<file path="config.mk">
export PLATFORM = sky130hd
export DESIGN_NAME = charger_fault_status_regs
export DESIGN_NICKNAME = d
export VERILOG_FILES = /design/src/rtl/charger_regs_pkg.sv /design/src/rtl/charger_fault_status_regs.sv
export SDC_FILE = /design/constraint.sdc
export NUM_CORES = 1
export LEC_CHECK = 0
export ABC_AREA = 1
export BUFFER_PORTS_ARGS = -buffer_cell sky130_fd_sc_hd__buf_2
export CAP_MARGIN = 30
export CORE_MARGIN = 3
export CORE_UTILIZATION = 40
export DETAILED_ROUTE_END_ITERATION = 16
export PLACE_DENSITY = 0.61
export REMOVE_ABC_BUFFERS = 1
export SYNTH_ARGS = -nofsm -noshare
export SYNTH_HDL_FRONTEND = slang
export SYNTH_SLANG_ARGS = --single-unit
</file>
<file path="constraint.sdc">
create_clock -name clk -period 2.6 [get_ports clk]
set_input_delay 0.39 -clock clk [delete_from_list [all_inputs] [get_ports clk]]
set_output_delay 0.39 -clock clk [all_outputs]
set_load 0.05 [all_outputs]
</file>
<file path="src/rtl/charger_regs_pkg.sv">
// Purpose : constants shared by the charger fault and status register group
// Assumes : registers reached over the two-wire serial bus at their printed offsets
// Notes   : bit positions are within an 8-bit register
package charger_regs_pkg;

  // ****************************************
  // register offsets
  // ****************************************
  localparam logic [7:0] OFS_FAULT_FLAGS  = 8'h09;
  localparam logic [7:0] OFS_INPUT_STATUS = 8'h0A;
  localparam logic [7:0] OFS_RESET_PART   = 8'h0B;

  // ****************************************
  // field positions
  // ****************************************
  localparam int BIT_TIMER_EXPIRY   = 7;
  localparam int BIT_BOOST_FAULT    = 6;
  localparam int POS_CHARGE_FAULT   = 4;
  localparam int BIT_CELL_OV        = 3;
  localparam int POS_THERM_ZONE     = 0;
  localparam int BIT_SOURCE_PRESENT = 7;
  localparam int BIT_VLIM_ACTIVE    = 6;
  localparam int BIT_ILIM_ACTIVE    = 5;
  localparam int BIT_STATUS_RSVD    = 4;
  localparam int BIT_FINISH_TIMER   = 3;
  localparam int BIT_INPUT_OV       = 2;
  localparam int BIT_VLIM_MASK      = 1;
  localparam int BIT_ILIM_MASK      = 0;
  localparam int BIT_DEFAULTS_CMD   = 7;
  localparam int POS_PART_CODE      = 3;
  localparam int BIT_MAKER          = 2;
  localparam int POS_REVISION       = 0;

  // ****************************************
  // reset values and encodings
  // ****************************************
  localparam logic       MASK_RESET       = 1'b0;
  localparam logic       RSVD_READ_VALUE  = 1'b0;
  localparam logic [1:0] CHG_NORMAL       = 2'h0;
  localparam logic [1:0] CHG_INPUT_FAULT  = 2'h1;
  localparam logic [1:0] CHG_THERMAL_SD   = 2'h2;
  localparam logic [1:0] CHG_SAFETY_TIMER = 2'h3;
  localparam logic [2:0] ZONE_NORMAL      = 3'h0;
  localparam logic [2:0] ZONE_WARM        = 3'h2;
  localparam logic [2:0] ZONE_COOL        = 3'h3;
  localparam logic [2:0] ZONE_COLD        = 3'h5;
  localparam logic [2:0] ZONE_HOT         = 3'h6;
  localparam logic [3:0] BITS_PER_BYTE    = 4'h8;

  // ****************************************
  // serial slave states
  // ****************************************
  typedef enum logic [6:0] {
    S_IDLE = 7'b000_0001,
    S_ADDR = 7'b000_0010,
    S_AACK = 7'b000_0100,
    S_WR   = 7'b000_1000,
    S_WACK = 7'b001_0000,
    S_RD   = 7'b010_0000,
    S_RACK = 7'b100_0000
  } serial_state_t;

endpackage

</file>
<file path="src/rtl/charger_fault_status_regs.sv">
// Purpose : fault, status and identification registers of a charger, on a two-wire slave
// Assumes : scl and sda are synchronous to clk and change far slower than it
// Notes   : sda is open-drain: sda_out is always low, sda_oe pulls the line
`timescale 1ns/1ps

module charger_fault_status_regs #(
  parameter logic [6:0] DEV_ADDR  = 7'h50,
  parameter logic [3:0] PART_CODE = 4'h5,   // arbitrary value
  parameter logic       MAKER_BIT = 1'b0,   // arbitrary value
  parameter logic [1:0] REVISION  = 2'h1    // arbitrary value
) (
  input  wire logic       clk,
  input  wire logic       rstn,
  input  wire logic       scl,
  input  wire logic       sda_in,
  output logic            sda_out,
  output logic            sda_oe,
  input  wire logic       watchdog_expired,
  input  wire logic       boost_overload,
  input  wire logic       boost_input_ov,
  input  wire logic       boost_battery_low,
  input  wire logic       input_fault,
  input  wire logic       thermal_shutdown,
  input  wire logic       safety_timer_expired,
  input  wire logic       battery_overvoltage,
  input  wire logic       boost_mode,
  input  wire logic       zone_warm,
  input  wire logic       zone_cool,
  input  wire logic       zone_cold,
  input  wire logic       zone_hot,
  input  wire logic       input_source_present,
  input  wire logic       input_voltage_limit_active,
  input  wire logic       input_current_limit_active,
  input  wire logic       finish_timer_running,
  input  wire logic       input_overvoltage_active,
  output logic            irq_pulse,
  output logic            defaults_restore,
  output logic            safety_timer_restart
);

  typedef struct packed {
    charger_regs_pkg::serial_state_t st;
    logic       scl_q;
    logic       sda_q;
    logic [3:0] cnt;
    logic [7:0] sh;
    logic [7:0] ptr;
    logic       rw;
    logic       first;
    logic       oe;
    logic       vmask;
    logic       imask;
    logic       cmd;
    logic       vlim_q;
    logic       ilim_q;
    logic       irq;
    logic       restore;
    logic       timer_rst;
  } state_t;

  state_t s_reg;
  state_t s_next;
  logic [1:0] charge_code;
  logic [2:0] zone_code;
  logic [7:0] fault_byte;
  logic [7:0] status_byte;
  logic [7:0] id_byte;
  logic       scl_rise;
  logic       scl_fall;
  logic       bus_start;
  logic       bus_stop;
  logic       vlim_event;
  logic       ilim_event;

  if (DEV_ADDR == 7'h00) begin : g_addr_check
    $error("general call address cannot be the slave address");
  end

  // ****************************************
  // read-back value assembly
  // ****************************************
  always_comb begin
    charge_code = safety_timer_expired ? charger_regs_pkg::CHG_SAFETY_TIMER :
                  thermal_shutdown     ? charger_regs_pkg::CHG_THERMAL_SD   :
                  input_fault          ? charger_regs_pkg::CHG_INPUT_FAULT  :
                                         charger_regs_pkg::CHG_NORMAL;
    zone_code = zone_hot                   ? charger_regs_pkg::ZONE_HOT  :
                zone_cold                  ? charger_regs_pkg::ZONE_COLD :
                (zone_warm && !boost_mode) ? charger_regs_pkg::ZONE_WARM :
                (zone_cool && !boost_mode) ? charger_regs_pkg::ZONE_COOL :
                                             charger_regs_pkg::ZONE_NORMAL;
    fault_byte = '0;
    fault_byte[charger_regs_pkg::BIT_TIMER_EXPIRY] = watchdog_expired;
    fault_byte[charger_regs_pkg::BIT_BOOST_FAULT] =
      boost_overload | boost_input_ov | boost_battery_low;
    fault_byte[charger_regs_pkg::POS_CHARGE_FAULT +: 2] = charge_code;
    fault_byte[charger_regs_pkg::BIT_CELL_OV] = battery_overvoltage;
    fault_byte[charger_regs_pkg::POS_THERM_ZONE +: 3] = zone_code;
    status_byte = '0;
    status_byte[charger_regs_pkg::BIT_SOURCE_PRESENT] = input_source_present;
    status_byte[charger_regs_pkg::BIT_VLIM_ACTIVE] = input_voltage_limit_active;
    status_byte[charger_regs_pkg::BIT_ILIM_ACTIVE] = input_current_limit_active;
    status_byte[charger_regs_pkg::BIT_STATUS_RSVD] = charger_regs_pkg::RSVD_READ_VALUE;
    status_byte[charger_regs_pkg::BIT_FINISH_TIMER] = finish_timer_running;
    status_byte[charger_regs_pkg::BIT_INPUT_OV] = input_overvoltage_active;
    status_byte[charger_regs_pkg::BIT_VLIM_MASK] = s_reg.vmask;
    status_byte[charger_regs_pkg::BIT_ILIM_MASK] = s_reg.imask;
    id_byte = '0;
    id_byte[charger_regs_pkg::BIT_DEFAULTS_CMD] = s_reg.cmd;
    id_byte[charger_regs_pkg::POS_PART_CODE +: 4] = PART_CODE;
    id_byte[charger_regs_pkg::BIT_MAKER] = MAKER_BIT;
    id_byte[charger_regs_pkg::POS_REVISION +: 2] = REVISION;
  end

  function automatic logic [7:0] read_reg(input logic [7:0] a, input logic [7:0] f,
                                          input logic [7:0] st, input logic [7:0] id);
    read_reg = (a == charger_regs_pkg::OFS_FAULT_FLAGS)  ? f  :
               (a == charger_regs_pkg::OFS_INPUT_STATUS) ? st :
               (a == charger_regs_pkg::OFS_RESET_PART)   ? id : 8'h00;
  endfunction

  assign scl_rise   = scl & ~s_reg.scl_q;
  assign scl_fall   = ~scl & s_reg.scl_q;
  assign bus_start  = scl & s_reg.scl_q & s_reg.sda_q & ~sda_in;
  assign bus_stop   = scl & s_reg.scl_q & ~s_reg.sda_q & sda_in;
  assign vlim_event = input_voltage_limit_active & ~s_reg.vlim_q;
  assign ilim_event = input_current_limit_active & ~s_reg.ilim_q;

  // ****************************************
  // next state
  // ****************************************
  always_comb begin
    logic [7:0] rd;
    rd = 8'h00;
    s_next = s_reg;
    s_next.scl_q  = scl;
    s_next.sda_q  = sda_in;
    s_next.vlim_q = input_voltage_limit_active;
    s_next.ilim_q = input_current_limit_active;
    s_next.irq = (vlim_event & ~s_reg.vmask) | (ilim_event & ~s_reg.imask);
    s_next.restore   = s_reg.cmd;
    s_next.timer_rst = s_reg.cmd;
    if (s_reg.cmd) begin
      s_next.cmd   = 1'b0;
      s_next.vmask = charger_regs_pkg::MASK_RESET;
      s_next.imask = charger_regs_pkg::MASK_RESET;
    end
    if (bus_stop) begin
      s_next.st = charger_regs_pkg::S_IDLE;
      s_next.oe = 1'b0;
    end else if (bus_start) begin
      s_next.st  = charger_regs_pkg::S_ADDR;
      s_next.cnt = '0;
      s_next.oe  = 1'b0;
    end else begin
      unique case (s_reg.st)
        charger_regs_pkg::S_IDLE: begin
          s_next.oe = 1'b0;
        end
        charger_regs_pkg::S_ADDR: begin
          if (scl_rise) begin
            s_next.sh  = {s_reg.sh[6:0], sda_in};
            s_next.cnt = s_reg.cnt + 4'h1;
          end else if (scl_fall && s_reg.cnt == charger_regs_pkg::BITS_PER_BYTE) begin
            if (s_reg.sh[7:1] == DEV_ADDR) begin
              s_next.oe = 1'b1;
              s_next.rw = s_reg.sh[0];
              s_next.st = charger_regs_pkg::S_AACK;
            end else begin
              s_next.st = charger_regs_pkg::S_IDLE;
            end
          end
        end
        charger_regs_pkg::S_AACK: begin
          if (scl_fall) begin
            s_next.cnt = '0;
            if (s_reg.rw) begin
              rd = read_reg(s_reg.ptr, fault_byte, status_byte, id_byte);
              s_next.sh = rd;
              s_next.oe = ~rd[7];
              s_next.st = charger_regs_pkg::S_RD;
            end else begin
              s_next.oe    = 1'b0;
              s_next.first = 1'b1;
              s_next.st    = charger_regs_pkg::S_WR;
            end
          end
        end
        charger_regs_pkg::S_WR: begin
          if (scl_rise) begin
            s_next.sh  = {s_reg.sh[6:0], sda_in};
            s_next.cnt = s_reg.cnt + 4'h1;
          end else if (scl_fall && s_reg.cnt == charger_regs_pkg::BITS_PER_BYTE) begin
            s_next.oe = 1'b1;
            s_next.st = charger_regs_pkg::S_WACK;
            if (s_reg.first) begin
              s_next.ptr   = s_reg.sh;
              s_next.first = 1'b0;
            end else begin
              s_next.ptr = s_reg.ptr + 8'h01;
              if (s_reg.ptr == charger_regs_pkg::OFS_INPUT_STATUS) begin
                s_next.vmask = s_reg.sh[charger_regs_pkg::BIT_VLIM_MASK];
                s_next.imask = s_reg.sh[charger_regs_pkg::BIT_ILIM_MASK];
              end else if (s_reg.ptr == charger_regs_pkg::OFS_RESET_PART &&
                           s_reg.sh[charger_regs_pkg::BIT_DEFAULTS_CMD]) begin
                s_next.cmd = 1'b1;
              end
            end
          end
        end
        charger_regs_pkg::S_WACK: begin
          if (scl_fall) begin
            s_next.oe  = 1'b0;
            s_next.cnt = '0;
            s_next.st  = charger_regs_pkg::S_WR;
          end
        end
        charger_regs_pkg::S_RD: begin
          if (scl_rise) begin
            s_next.cnt = s_reg.cnt + 4'h1;
          end else if (scl_fall) begin
            if (s_reg.cnt == charger_regs_pkg::BITS_PER_BYTE) begin
              s_next.oe = 1'b0;
              s_next.st = charger_regs_pkg::S_RACK;
            end else begin
              s_next.oe = ~s_reg.sh[6];
              s_next.sh = {s_reg.sh[6:0], 1'b0};
            end
          end
        end
        charger_regs_pkg::S_RACK: begin
          if (scl_rise && sda_in) begin
            s_next.st = charger_regs_pkg::S_IDLE;
          end else if (scl_fall) begin
            rd = read_reg(s_reg.ptr + 8'h01, fault_byte, status_byte, id_byte);
            s_next.ptr = s_reg.ptr + 8'h01;
            s_next.sh  = rd;
            s_next.oe  = ~rd[7];
            s_next.cnt = '0;
            s_next.st  = charger_regs_pkg::S_RD;
          end
        end
      endcase
    end
  end

  always_ff @(posedge clk or negedge rstn) begin
    if (!rstn) begin
      s_reg       <= '0;
      s_reg.st    <= charger_regs_pkg::S_IDLE;
      s_reg.scl_q <= 1'b1;
      s_reg.sda_q <= 1'b1;
      s_reg.vmask <= charger_regs_pkg::MASK_RESET;
      s_reg.imask <= charger_regs_pkg::MASK_RESET;
    end else begin
      s_reg <= s_next;
    end
  end

  assign sda_out              = 1'b0;
  assign sda_oe               = s_reg.oe;
  assign irq_pulse            = s_reg.irq;
  assign defaults_restore     = s_reg.restore;
  assign safety_timer_restart = s_reg.timer_rst;

  // ****************************************
  // assertions
  // ****************************************
  property p_wd_flag;
    @(posedge clk) disable iff (!rstn)
      fault_byte[charger_regs_pkg::BIT_TIMER_EXPIRY] == watchdog_expired;
  endproperty
  a_wd_flag: assert property (p_wd_flag) else $error("watchdog flag wrong");
  property p_chg_input;
    @(posedge clk) disable iff (!rstn)
      (input_fault && !thermal_shutdown && !safety_timer_expired) |->
        charge_code == charger_regs_pkg::CHG_INPUT_FAULT;
  endproperty
  a_chg_input: assert property (p_chg_input) else $error("input fault code wrong");
  property p_boost_zone;
    @(posedge clk) disable iff (!rstn)
      boost_mode |-> zone_code inside {3'h0, 3'h5, 3'h6};
  endproperty
  a_boost_zone: assert property (p_boost_zone) else $error("illegal boost zone");
  property p_vlim_irq;
    @(posedge clk) disable iff (!rstn)
      (input_voltage_limit_active && !s_reg.vlim_q && !s_reg.vmask) |=> irq_pulse;
  endproperty
  a_vlim_irq: assert property (p_vlim_irq) else $error("voltage limit pulse lost");
  property p_irq_cause;
    @(posedge clk) disable iff (!rstn)
      irq_pulse |-> $past(vlim_event && !s_reg.vmask) || $past(ilim_event && !s_reg.imask);
  endproperty
  a_irq_cause: assert property (p_irq_cause) else $error("pulse without unmasked event");
  property p_restore_seq;
    @(posedge clk) disable iff (!rstn)
      $rose(s_reg.cmd) |=> (defaults_restore && safety_timer_restart) ##1 !defaults_restore;
  endproperty
  a_restore_seq: assert property (p_restore_seq) else $error("restore sequence wrong");
  property p_cmd_clear;
    @(posedge clk) disable iff (!rstn)
      s_reg.cmd |=> !s_reg.cmd && !s_reg.vmask && !s_reg.imask;
  endproperty
  a_cmd_clear: assert property (p_cmd_clear) else $error("command did not clear");
  property p_id_fixed;
    @(posedge clk) disable iff (!rstn)
      id_byte[6:0] == {PART_CODE, MAKER_BIT, REVISION};
  endproperty
  a_id_fixed: assert property (p_id_fixed) else $error("identity changed");
  property p_rsvd;
    @(posedge clk) disable iff (!rstn)
      status_byte[charger_regs_pkg::BIT_STATUS_RSVD] == 1'b0;
  endproperty
  a_rsvd: assert property (p_rsvd) else $error("reserved bit not zero");
  property p_mask_hold;
    @(posedge clk) disable iff (!rstn)
      (s_reg.st != charger_regs_pkg::S_WR && !s_reg.cmd) |=> $stable(s_reg.vmask);
  endproperty
  a_mask_hold: assert property (p_mask_hold) else $error("mask changed without write");

  c_restore: cover property (@(posedge clk) disable iff (!rstn) defaults_restore);
  c_irq: cover property (@(posedge clk) disable iff (!rstn) irq_pulse);
  c_read: cover property (@(posedge clk) disable iff (!rstn)
    s_reg.st == charger_regs_pkg::S_RACK ##1 s_reg.st == charger_regs_pkg::S_RD);

endmodule

</file>
==> impl_metrics.tcl <==
set metrics [dict create \
    cts_max_path_buffers 2 \
    timing.final.ws_setup_ns 0.366 \
    grt_overflow 0 \
    period_needed_ns 2.23 \
    critPathCaptureType "register" \
    holdWs_ns 0.208 \
    cts_tree "built" \
    outcome "complete, no violations" \
    setup_viol 0 \
    post-cts-setup-buffers 0 \
    dp_cells 557 \
    max_stage_delay_ns 0.48 \
    dr.pass1.iters 4 \
    hold_path_class "input port to async pin" \
    grt_usage_pct 18.7 \
    synthFlopType "dfrtp_1" \
    wl_per_cell_um 13.3 \
    coreArea_um2 7020 \
    gp_congestion 0.949 \
    syn_area_um2 2980 \
    postCtsHoldBufs 0 \
    grt_pass1_wl_mm 12.9 \
    fin_crit_sh_pct 85.9 \
    powerDensity_nw_per_um2 788 \
    cap_violations 0 \
    instances_no_fill 565 \
    cts_resized 0 \
    path_cells "ha_1 > inv_1 > nand2_1 > nand2_1 > nand3_1 > nor2_1 > nand3_1 > nor2_1 > nor2_1 > nand2_1 > nand3_1 > nand2_1 > nand2_1 > nand2_1" \
    timing.max_slew.rel_slack_pct 40.5 \
    synth_top_area_cell "dfrtp_1" \
    first_iter_violations 195 \
    grt_antenna_before_repair 0 \
    seq_area_frac_synth_pct 32.9 \
    clkLatencyLatePin_ns 0.30 \
    drive_above_1_share_pct 17.5 \
    r2r_cells 14 \
    ant_nets 0 \
    postLayoutCellArea_um2 3290 \
    die_y_um 92.3 \
    ys_types 40 \
    grt_max_degree 40 \
    dieArea_um2 8520 \
    cts_buffers 5 \
    routed_via_density 5.03 \
    synth_area_leaders "dfrtp_1, nand2_1, inv_1, nor2_1, nand3_1" \
    synth_edf_count 0 \
    slew_violations 0 \
    cp.required_ns 2.83 \
    start_util_pct 42.4 \
    async_flop_share_pct 100 \
    critPathMaxFanout 7 \
    grt_pass1_vias 2670 \
    cts.clk_slew.worst_paths_ns 0.09 \
    post-route-util_pct 46.8 \
    place_area_um2 3200 \
    synth_top_area_share_pct 30.2 \
    cts_root_buffer "clkbuf_8" \
    total_power_mw 2.59 \
    wl_mm 7.49 \
    num_vias 2844 \
    worst_ep_arrival_time_ns 2.46 \
    worstMarginPinSlew_ns 0.893 \
    crit_top_cell "nand2_1" \
    finalHoldViolations 0 \
    synth_seq_cells 39 \
    ys_top_cells_by_count "nand2_1, inv_1, nor2_1, dfrtp_1, nand3_1" \
    ys_warn_count 0 \
    leakagePower_nw 1.66 \
    io_pins 27 \
    ir_drop_uv 459 \
    syn2layout_area_growth_pct 10.3 \
    cts_num_sinks 39 \
    htreeDepth 2 \
    syn_avg_cell_area_um2 6.77 \
    synth.most_common_cell "nand2_1" \
    pre_cts_ws_ns 0.450 \
    crit_type "register to register" \
    layout.nets 497 \
    critPathLaunchType "register" \
    final.setup.tns_ns 0 \
    cp_slowest_cell "dfrtp_1" \
    numPortBuffers 25 \
    postSynthCellCount 440 \
    drc 0 \
    hpwl_mm 5.80 \
    fmax_ghz 0.448 \
    die_w_um 92.3 \
    n_antenna_cell 0 \
    rsz0062_at_grt "no" \
    largest_reg_flops 35 \
    skew_ns 0.0141 \
    rows 30 \
]
[critical path, delay by kind of cell, from the launching register on]
| kind | cells | cell delay, ns |
|---|---|---|
| simple gates | 12 | 1.30 |
| flops | 1 | 0.48 |
| fa+ha+maj | 1 | 0.28 |
| buf+inv | 1 | 0.10 |
[cells by family (layout without fill, tap and decap cells)]
kind of cell,count (synthesis),after routing,share of synthesized area [%]
simple gates,242,242,39.5
buf+inv,76,105,10.2
compound gates,72,72,13.5
flops,39,39,32.9
fa+ha+maj,7,7,2.94
xor+xnor,3,3,0.882
other cells,1,1,0.126
[layer usage]
layer | track usage [%] | vias up | part of all wire (%)
li1 | - | 1468 | -
met1 | 27.1 | 1298 | 51
met2 | 28.9 | 66 | 43
met3 | 2.68 | 12 | 4.3
met4 | 5.57 | 0 | 1.5
met5 | 0 | - | 0
[cell type report]
type                            count  area, um2
Sequential cell                    39        980
Fill cell                         728       3730
Inverter                           71        267
Clock inverter                      1       5.00
Timing Repair Buffer               26        133
Multi-Input combinational cell    325       1700
Tap cell                           96        120
Clock buffer                        7       86.3
[path summary, 6_finish.rpt]
kind / start / to / slack, ns
setup / recovery: s_reg[12]$_DFFE_PN0P_ / sda_oe$_DFFE_PN0P_ / 0.37
hold / removal: rstn / s_reg[12]$_DFFE_PN0P_ / 0.21
setup reg to reg: s_reg[12]$_DFFE_PN0P_ / sda_oe$_DFFE_PN0P_ / 0.37
hold reg to reg: s_reg[4]$_DFF_PN0_ / irq_pulse$_DFF_PN0_ / 0.44
max in group asynchronous: rstn / s_reg[34]$_DFFE_PN0P_ / 1.83
min in group clk: sda_in / s_reg[31]$_DFF_PN1_ / 0.24
[cell usage in the layout, fill, tap and decap left out, types with 2 or more instances in the layout]
cell type  netlist  routed
nor2_2           6       6
o21bai_1         2       2
nor3_1          12      12
o21ai_1         13      13
o211ai_1         2       2
nor2_1          56      56
ha_1             7       7
xor2_1           3       3
inv_2           10      10
clkbuf_8         0       6
a21oi_1         18      18
a21boi_0         2       2
nand2_2          7       7
buf_2            2      25
dfrtp_1         36      36
nand2_1         97      97
o21ai_0         29      29
nand4_1          8       8
nor4_1           2       2
nand3_2          5       5
dfstp_2          3       3
nor2_4           9       9
inv_1           61      61
nand3_1         32      32
[power breakdown]
part / switching [mW] / total [mW] / internal (mW)
combinational: 0.786 / 1.16 / 0.378
clock: 0.218 / 0.432 / 0.214
sequential: 0.208 / 0.994 / 0.786
No activity file was read; power rests on OpenSTA's default activity.
